===== src/pcg_consts.svh =====
// Purpose: Offsets, field positions and reset values of the peripheral clock gating bank
// Assumes: 32-bit register port, byte addresses
// Notes:   Definitions only
`ifndef PCG_CONSTS_SVH
`define PCG_CONSTS_SVH

// ==================================================
// Register offsets
`define PCG_OFF_RUN1      12'h104
`define PCG_OFF_SLEEP1    12'h114
`define PCG_OFF_DEEP1     12'h124
`define PCG_OFF_DEEP0     12'h120
`define PCG_OFF_CTRL      12'h200
`define PCG_OFF_FLT_STAT  12'h204
`define PCG_OFF_FLT_MASK  12'h208

// ==================================================
// Writable bit masks
`define PCG_BANK1_MASK    32'h070f0013
`define PCG_BANK0_MASK    32'h00010348
`define PCG_CTRL_MASK     32'h00000001
`define PCG_FLT_MASK      32'h00000003

// ==================================================
// Field positions
`define PCG_B1_ASER0      0
`define PCG_B1_ASER1      1
`define PCG_B1_SSER0      4
`define PCG_B1_TMR0       16
`define PCG_B1_CMP0       24
`define PCG_B0_WDOG       3
`define PCG_B0_HIBER      6
`define PCG_B0_SPD_LO     8
`define PCG_B0_CONV       16
`define PCG_CTRL_AUTO     0
`define PCG_FLT_RD        0
`define PCG_FLT_WR        1

// ==================================================
// Reset values
`define PCG_RST_GATE      32'h00000000
`define PCG_RST_CTRL      32'h00000000

`endif


===== src/pcg_pkg.sv =====
// Purpose: Types of the peripheral clock gating bank
// Assumes: Nothing
// Notes:   Unit indices match the enable vector
package pcg_pkg;

   typedef enum logic [1:0] {
      PCG_MODE_RUN,
      PCG_MODE_SLEEP,
      PCG_MODE_DEEP
   } pcg_mode_t;

   typedef struct packed {
      logic [11:0] addr;
      logic [31:0] wdata;
      logic        wr;
      logic        rd;
   } pcg_reg_req_t;

   typedef struct packed {
      logic [3:0] unit;
      logic       rd;
      logic       wr;
   } pcg_periph_req_t;

   // Unit enable vector: 0..1 async serial 0..1, 2 sync serial 0, 3..6 counter 0..3,
   // 7..9 comparator 0..2, 10 watchdog, 11 hibernation, 12 converter
   localparam int PCG_UNITS = 13;

endpackage


===== src/pcg_fault_chk.sv =====
// Purpose: Checks one peripheral access against the live enables
// Assumes: Request from logic on the same clock
// Notes:   Fault pulse one cycle after the access
`timescale 1ns/1ps
module pcg_fault_chk
   import pcg_pkg::*;
#(
   parameter int UNITS = PCG_UNITS
)(
   // Clock and reset
   input  wire logic            ref_clk,
   input  wire logic            rstn,
   // Access and enables
   input  wire pcg_periph_req_t req,
   input  wire logic [UNITS-1:0] unit_en,
   // Result
   output logic                 fault_rd,
   output logic                 fault_wr
);

   typedef struct packed {
      logic rd;
      logic wr;
   } pcg_chk_state_t;

   pcg_chk_state_t st;
   pcg_chk_state_t next_st;
   logic           gated;

   always_comb begin
      gated = (int'(req.unit) >= UNITS) ? 1'b1 : ~unit_en[req.unit];
      next_st.rd = req.rd & gated;
      next_st.wr = req.wr & gated;
   end

   always_ff @(posedge ref_clk) begin
      if (!rstn) begin
         st <= '0;
      end else begin
         st <= next_st;
      end
   end

   assign fault_rd = st.rd;
   assign fault_wr = st.wr;

endmodule


===== src/pcg_gate_bank.sv =====
// Purpose: Run, sleep and deep-sleep peripheral clock gating registers
// Assumes: Single ref_clk domain, mode request from the power controller
// Notes:   Enables are registered; clock gate cells sit outside
`timescale 1ns/1ps
`include "pcg_consts.svh"

module pcg_gate_bank
   import pcg_pkg::*;
#(
   parameter int UNITS = PCG_UNITS
)(
   // Clock and reset
   input  wire logic             ref_clk,
   input  wire logic             rstn,
   // Register port
   input  wire pcg_reg_req_t     reg_req,
   output logic [31:0]           reg_rdata,
   // Power mode
   input  wire pcg_mode_t        mode,
   // Run- and sleep-mode bank0 enables from the clock configuration block
   input  wire logic [31:0]      run_gate_bank0,
   input  wire logic [31:0]      sleep_gate_bank0,
   // Peripheral access
   input  wire pcg_periph_req_t  periph_req,
   output logic                  bus_fault,
   // Gating result
   output logic [UNITS-1:0]      unit_clk_en,
   output logic [1:0]            converter_sample_speed,
   output logic                  automatic_gating_selector,
   output logic                  irq
);

   typedef struct packed {
      logic [31:0]      run_gate_bank1;
      logic [31:0]      sleep_gate_bank1;
      logic [31:0]      deep_sleep_gate_bank1;
      logic [31:0]      deep_sleep_gate_bank0;
      logic [31:0]      run_clock_configuration;
      logic [31:0]      flt_stat;
      logic [31:0]      flt_mask;
      logic [31:0]      rdata;
      logic [UNITS-1:0] en;
   } pcg_state_t;

   pcg_state_t   st;
   pcg_state_t   next_st;
   logic [31:0]  sel1;
   logic [31:0]  sel0;
   logic [31:0]  wmask;
   logic         fault_rd;
   logic         fault_wr;

   // ==================================================
   // Fault check against the enables in force
   pcg_fault_chk #(
      .UNITS (UNITS)
   ) u_chk (
      .ref_clk  (ref_clk),
      .rstn     (rstn),
      .req      (periph_req),
      .unit_en  (st.en),
      .fault_rd (fault_rd),
      .fault_wr (fault_wr)
   );

   // ==================================================
   // Next state
   always_comb begin
      next_st = st;
      sel1    = st.run_gate_bank1;
      sel0    = run_gate_bank0;
      wmask   = 32'h00000000;

      // Register writes, reserved bits masked off
      if (reg_req.wr) begin
         case (reg_req.addr)
            `PCG_OFF_RUN1: begin
               next_st.run_gate_bank1 = reg_req.wdata & `PCG_BANK1_MASK;
            end
            `PCG_OFF_SLEEP1: begin
               next_st.sleep_gate_bank1 = reg_req.wdata & `PCG_BANK1_MASK;
            end
            `PCG_OFF_DEEP1: begin
               next_st.deep_sleep_gate_bank1 = reg_req.wdata & `PCG_BANK1_MASK;
            end
            `PCG_OFF_DEEP0: begin
               next_st.deep_sleep_gate_bank0 = reg_req.wdata & `PCG_BANK0_MASK;
            end
            `PCG_OFF_CTRL: begin
               next_st.run_clock_configuration = reg_req.wdata & `PCG_CTRL_MASK;
            end
            `PCG_OFF_FLT_STAT: begin
               wmask = reg_req.wdata & `PCG_FLT_MASK;
            end
            `PCG_OFF_FLT_MASK: begin
               next_st.flt_mask = reg_req.wdata & `PCG_FLT_MASK;
            end
            default: begin
            end
         endcase
      end

      // Sticky fault flags: set wins over write-one-to-clear
      next_st.flt_stat = st.flt_stat & ~wmask;
      if (fault_rd) begin
         next_st.flt_stat[`PCG_FLT_RD] = 1'b1;
      end
      if (fault_wr) begin
         next_st.flt_stat[`PCG_FLT_WR] = 1'b1;
      end

      // Register reads, unmapped reads zero
      next_st.rdata = 32'h00000000;
      if (reg_req.rd) begin
         case (reg_req.addr)
            `PCG_OFF_RUN1:     next_st.rdata = st.run_gate_bank1;
            `PCG_OFF_SLEEP1:   next_st.rdata = st.sleep_gate_bank1;
            `PCG_OFF_DEEP1:    next_st.rdata = st.deep_sleep_gate_bank1;
            `PCG_OFF_DEEP0:    next_st.rdata = st.deep_sleep_gate_bank0;
            `PCG_OFF_CTRL:     next_st.rdata = st.run_clock_configuration;
            `PCG_OFF_FLT_STAT: next_st.rdata = st.flt_stat;
            `PCG_OFF_FLT_MASK: next_st.rdata = st.flt_mask;
            default:           next_st.rdata = 32'h00000000;
         endcase
      end

      // Register set in force: per mode with automatic gating on, else the run set
      if (st.run_clock_configuration[`PCG_CTRL_AUTO]) begin
         case (mode)
            PCG_MODE_RUN: begin
               sel1 = st.run_gate_bank1;
               sel0 = run_gate_bank0;
            end
            PCG_MODE_SLEEP: begin
               sel1 = st.sleep_gate_bank1;
               sel0 = sleep_gate_bank0;
            end
            PCG_MODE_DEEP: begin
               sel1 = st.deep_sleep_gate_bank1;
               sel0 = st.deep_sleep_gate_bank0;
            end
            default: begin
               sel1 = st.run_gate_bank1;
               sel0 = run_gate_bank0;
            end
         endcase
      end

      // Per-unit enables
      next_st.en[0]    = sel1[`PCG_B1_ASER0];
      next_st.en[1]    = sel1[`PCG_B1_ASER1];
      next_st.en[2]    = sel1[`PCG_B1_SSER0];
      next_st.en[6:3]  = sel1[`PCG_B1_TMR0 +: 4];
      next_st.en[9:7]  = sel1[`PCG_B1_CMP0 +: 3];
      next_st.en[10]   = sel0[`PCG_B0_WDOG];
      next_st.en[11]   = sel0[`PCG_B0_HIBER];
      next_st.en[12]   = sel0[`PCG_B0_CONV];
   end

   // ==================================================
   // State register
   always_ff @(posedge ref_clk) begin
      if (!rstn) begin
         st.run_gate_bank1          <= `PCG_RST_GATE;
         st.sleep_gate_bank1        <= `PCG_RST_GATE;
         st.deep_sleep_gate_bank1   <= `PCG_RST_GATE;
         st.deep_sleep_gate_bank0   <= `PCG_RST_GATE;
         st.run_clock_configuration <= `PCG_RST_CTRL;
         st.flt_stat                <= 32'h00000000;
         st.flt_mask                <= 32'h00000000;
         st.rdata                   <= 32'h00000000;
         st.en                      <= '0;
      end else begin
         st <= next_st;
      end
   end

   // ==================================================
   // Outputs
   assign reg_rdata                 = st.rdata;
   assign unit_clk_en               = st.en;
   assign bus_fault                 = fault_rd | fault_wr;
   assign converter_sample_speed    = st.deep_sleep_gate_bank0[`PCG_B0_SPD_LO +: 2];
   assign automatic_gating_selector = st.run_clock_configuration[`PCG_CTRL_AUTO];
   assign irq                       = |(st.flt_stat & st.flt_mask);

endmodule


===== config.mk =====
export PLATFORM = sky130hd
export DESIGN_NAME = pcg_gate_bank
export DESIGN_NICKNAME = d
export VERILOG_FILES = /design/src/pcg_pkg.sv /design/src/pcg_fault_chk.sv /design/src/pcg_gate_bank.sv
export VERILOG_INCLUDE_DIRS = /design/src
export SDC_FILE = /design/constraint.sdc
export NUM_CORES = 1
export LEC_CHECK = 0
export ABC_AREA = 1
export BUFFER_PORTS_ARGS = -buffer_cell sky130_fd_sc_hd__buf_2
export CORE_MARGIN = 2
export CORE_UTILIZATION = 50
export DETAILED_ROUTE_END_ITERATION = 8
export GPL_ROUTABILITY_DRIVEN = 0
export PLACE_DENSITY = 0.85
export SETUP_SLACK_MARGIN = 0.4
export SLEW_MARGIN = 20
export SYNTH_ARGS = -nofsm -noshare
export SYNTH_HDL_FRONTEND = slang
export SYNTH_HIERARCHICAL = 1
export SYNTH_SLANG_ARGS = --single-unit

===== constraint.sdc =====
create_clock -name ref_clk -period 4.07 [get_ports ref_clk]
set_input_delay 1.0175 -clock ref_clk [delete_from_list [all_inputs] [get_ports ref_clk]]
set_output_delay 1.0175 -clock ref_clk [all_outputs]
set_load 0.005 [all_outputs]

==> impl_metrics.yaml, run 1 <==
detailed_routing:
  drt.antenna.violating_nets: 0
  via_per_inst: 5.09
  drtPass1Iterations: 6
  drtIter0Drc: 374
  wire_per_inst_um: 13.1
  vias: 3293
  drc_errors: 0
  routed_wl_um: 8510
global_routing:
  grt_start_max_net_pins: 56
  grt_pass1_vias: 2984
  antenna_found_initial: 0
  grt_first_pass_wirelength_um: 13500
  track_usage: 0.225
  gr-total-overflow: 0
power_and_ir_drop:
  power_density_mw_per_mm2: 339
  ir_drop_mv: 0.203
  total_power_uw: 1320
  cellLeakagePower_uw: 0.00178
worst_setup_path:
  startpoint_type: "primary input"
  cp-end-kind: "register"
  critical_path_class: "in -> reg"
  worstPathArrival_ns: 2.47
  path_max_fanout: 11
  cp_data_required_time_ns: 4.34
  reg2regPathDepth: 5
cts:
  post_cts_buffers: 0
  cts-hold-fix-buffers: 0
  clkTransAtPathRegs_ns: 0.07
  clock_latency_ns: 0.34
  cts_sinks: 69
  cts_max_path_buffers: 2
  cts_max_level: 3
  clock-root-buffer: "clkbuf_8"
  tritoncts.num_buffers: 9
  cts_tree: "built"
  cts_resized: 0
die:
  core_mm2: 0.00687
  die-area_mm2: 0.00785
  rows: 30
  dieHeight_um: 88.6
  ios: 170
  initial_utilization: 0.521
  die_x_um: 88.6
finish:
  layout_commonest_cell: "nand2_1"
  drive_gt1_frac: 0.232
  antenna_cells: 0
  multi_input_area_mm2: 0.00160
  final_area_mm2: 0.00389
  nFillCells: 635
  fin_nets: 668
  syn2layout_area_growth_pct: 8.74
  seqCellArea_mm2: 0.00138
  final_cell_mix: "nand2_1 (86), nor2_1 (83), buf_2 (75), dfxtp_1 (69), inv_1 (42)"
worst_hold_path:
  min_path_cells: 2
  min_path_type: "reg -> reg"
sta:
  period_needed_ns: 2.20
  fin_worst_skew_ns: 0.00890
  rsz0062_at_grt: "false"
  whs_ns: 0.445
  period_share: 0.540
  hold_violations: 0
  setup_viol: 0
  slew_violations: 0
  tns_ns: 0
  worst_slew_pin_slew_ns: 0.820
  clock.fmax_mhz: 455
  slew_headroom: 0.453
synth:
  syn_avg_cell_area_um2: 7.10
  synth_area_leaders: "dfxtp_1 (39%), buf_4 (10%), nand2_1 (9.0%)"
  synth.distinct_cells: 31
  synth.yosys.warnings: 6
  syn_inst: 504
  yosysTopAreaCell: "dfxtp_1"
  netlist.area_leader.share: 0.386
  ys_ff_latch: 69
  synth.yosys.seq_area_share: 0.386
  syn_area_mm2: 0.00358
run:
  cap_violations: 0
placement:
  place_area_mm2: 0.00370
  portBuffers: 75
  hpwl_um: 6090
outcome:
  status: "finished, final reports clean"
## synth_stat cells
cell      count
a21oi_1      17
dfxtp_1      69
inv_1        42
o211ai_1      3
buf_2         2
inv_4         1
nand2_4       3
clkinv_2      1
nand2_2       5
nor2_8        1
nor2_2        4
a22o_1        1
nand2_1      86
o21ai_0      31
o21ai_1      28
a31oi_1      13
nor2_4        4
clkinv_1      1
buf_1         1
inv_2        12
nand3_2       4
nand3_4       1
nand3_1      21
clkbuf_1      7
buf_6         4
nand4_1       7
nor2_1       83
conb_1        1
buf_4        48
ha_1          2
nor3_4        1
## metal layers
layer  GRT usage  share of wire  routed length (um)  vias to the layer above
met2       0.373           0.49                4130                      158
met1       0.281           0.42                3570                     1495
met5           0              0                   0                        -
li1            -              -                   -                     1622
met3      0.0457          0.068                 579                       18
met4       0.109          0.026                 223                        0
## kinds of logic (layout without fill, tap and decap cells)
logic type                 Yosys count  after routing  share of synthesized area
other                                1             18                    0.00105
and+or+nand+nor                    220            220                      0.283
DFF                                 69             69                      0.386
AOI/OAI and AO/OA                   93             93                      0.138
buffers and inverters              119            149                      0.185
adders and majority gates            2              2                    0.00699
## final timing paths
path,startpoint,endpoint,slack (ns)
worst max register to register,automatic_gating_selector,unit_clk_en[4],2.67
worst min register to register,converter_sample_speed[0],reg_rdata[8],0.44
worst max-delay path,reg_req[43],reg_rdata[0],1.87
worst min-delay path,converter_sample_speed[0],reg_rdata[8],0.44
## state kept, by name (all words and copies together) (netlist names)
signal and cells:
automatic_gating_selector 1, converter_sample_speed 2, reg_rdata 14, st 37, u_chk/fault_rd 1, u_chk/fault_wr 1, unit_clk_en 13
## where the power goes
part / internal, uW / leakage (uW) / switching [uW]
registers: 679 / 0.000557 / 2.90
logic: 33.4 / 0.00113 / 63.0
clock network: 282 / 0.0000923 / 259
total: 994 / 0.00178 / 325
## cell type report
class                   instances  area share
multi-input cells             333       0.411
repair buffers                 76      0.0984
clock inverters                 6      0.0164
well taps                      96      0.0309
clock buffers                  10      0.0328
flip-flops and latches         69       0.355
inverters                      57      0.0559
## worst max-delay path, stage by stage
cell and delay (ns):
buf_2 0.11, inv_1 0.06, nand2_1 0.06, nor2_2 0.39
nand3_2 0.26, nand2_1 0.14, nor2_1 0.06, nand2_2 0.06
nand2_2 0.14, nor2_1 0.17
## stage by stage
stage,setup WS (ns),instances,util
after detailed placement,1.52,631,0.539
after floorplan,1.98,521,-
after global placement,1.59,631,0.539
after CTS,1.91,647,0.566
after global routing,1.76,647,0.566
final,1.87,647,0.566
Note: power is estimated with default switching activity, not from simulation.
==> run 2, diff against run 1 <==
Settings changed: CORE_UTILIZATION 50 to 42, PLACE_DENSITY 0.85 to 0.76.
Clock period 4.07 ns to 1.88 ns, I/O delays scaled along.
==> run 2 against run 1 <==
Net effect:
- non-clock buffer count increased by 12
- clock skew increased by 0.0011 ns
- sequential cell count unchanged
- largest power group unchanged
- highest routed layer unchanged
==> impl_metrics.yaml, run 2 (synthesis results as in run 1) <==
worst_setup_path:
  path_max_fanout: 2
  worstPathArrival_ns: 1.02
  cp_data_required_time_ns: 1.41
  critical_path.slowest_cell: "dfxtp_2"
  crit_chain: "a22o_1 -> buf_2"
  slowest_delay_ns: 0.32
  startpoint_type: "register"
  cp_top_family: "flip-flops"
  cp-end-kind: "output pin"
  critical_path_class: "reg -> out"
  timing.reg2reg.setup_slack_ns: 0.64
  cp_num_buf_inv: 1
power_and_ir_drop:
  total_power_uw: 2790
  cellLeakagePower_uw: 0.00185
  power_density_mw_per_mm2: 694
  ir_drop_mv: 0.355
cts:
  cts_max_level: 3
  cts_sinks: 69
  clkTransAtPathRegs_ns: 0.07
  clock-root-buffer: "clkbuf_8"
  cts_max_path_buffers: 2
  cts_tree: "built"
  tritoncts.num_buffers: 9
  clock_latency_ns: 0.35
  cts-hold-fix-buffers: 0
worst_hold_path:
  min_path_type: "in -> reg"
finish:
  multi_input_area_mm2: 0.00161
  final_area_mm2: 0.00402
  antenna_cells: 0
  largest_register: "st"
  nFillCells: 810
  final_cell_mix: "nand2_1 (85), nor2_1 (82), buf_2 (75), dfxtp_1 (67), inv_1 (42)"
  seqCellArea_mm2: 0.00138
  fin_nets: 680
  largest_reg_flops: 37
  syn2layout_area_growth_pct: 12.3
  drive_gt1_frac: 0.254
  layout_commonest_cell: "nand2_1"
detailed_routing:
  via_per_inst: 4.97
  vias: 3320
  routed_wl_um: 8800
  drtPass1Iterations: 5
  drt.antenna.violating_nets: 0
  drc_errors: 0
  drtIter0Drc: 262
  wire_per_inst_um: 13.2
sta:
  rsz0062_at_grt: "true"
  setup_viol: 0
  tns_ns: 0
  fin_worst_skew_ns: 0.0100
  hold_violations: 0
  slew_violations: 0
  period_share: 0.792
  period_needed_ns: 1.49
  clock.fmax_mhz: 672
global_routing:
  grt_start_max_net_pins: 51
  track_usage: 0.193
  antenna_found_initial: 0
  grt_first_pass_wirelength_um: 13700
  grt_pass1_vias: 3018
  gr-total-overflow: 0
die:
  initial_utilization: 0.433
  rows: 33
  ios: 170
  core_mm2: 0.00826
  dieHeight_um: 96.3
  die-area_mm2: 0.00927
  die_x_um: 96.3
placement:
  hpwl_um: 6380
  place_area_mm2: 0.00380
  portBuffers: 75
outcome:
  status: "finished, final reports clean"
run:
  cap_violations: 0
run 2: worst reg2reg max path, cell delays in order (launching register included):
cell and delay (ns):
dfxtp_1 0.37, inv_1 0.09, nor2_2 0.13, buf_12 0.18, o21ai_0 0.10, a31oi_1 0.26
run 2: timing repair:
item / CTS / global route
endpoints found under the setup margin: 1 / 12
setup buffers: 2 / 2
pin swaps: 1 / 1
gates resized for setup: 2 / 3
run 2: per-layer routing:
layer,global-route usage,routed length (um),share of wire,vias to the layer above
met5,0,0,0,-
met4,0.0833,223,0.025,0
met3,0.0439,645,0.073,16
met2,0.331,4240,0.48,138
met1,0.232,3690,0.42,1518
li1,-,-,-,1648
run 2: final timing paths:
kind | startpoint | endpoint | depth (start not counted)
min | periph_req[0] | u_chk/fault_wr | 3
max reg2reg | automatic_gating_selector | unit_clk_en[1] | 5
max | st[45] | irq | 2
min reg2reg | u_chk/fault_rd | st[77] | 2
run 2: where the power goes:
part	leakage, uW	internal (uW)	switching (uW)
clock network	0.0000857	549	536
logic	0.00120	82.4	146
registers	0.000558	1470	4.83
run 2: area by class of cell:
| type | instances | share of cell area |
|---|---|---|
| repair buffers | 88 | 0.124 |
| inverters | 57 | 0.0542 |
| clock buffers | 13 | 0.0395 |
| clock inverters | 3 | 0.00498 |
| flip-flops and latches | 69 | 0.344 |
| well taps | 105 | 0.0327 |
| multi-input cells | 333 | 0.401 |
run 2: per-stage QoR:
step,setup WS [ns],hold slack (ns),utilization,instances
2_1_floorplan,0.424,0.433,-,521
3_3_place_gp,0.152,0.445,0.460,648
3_5_place_dp,0.122,0.447,0.460,648
4_1_cts,0.380,0.331,0.484,666
5_1_grt,0.362,0.355,0.487,668
6_report,0.392,0.346,0.487,668
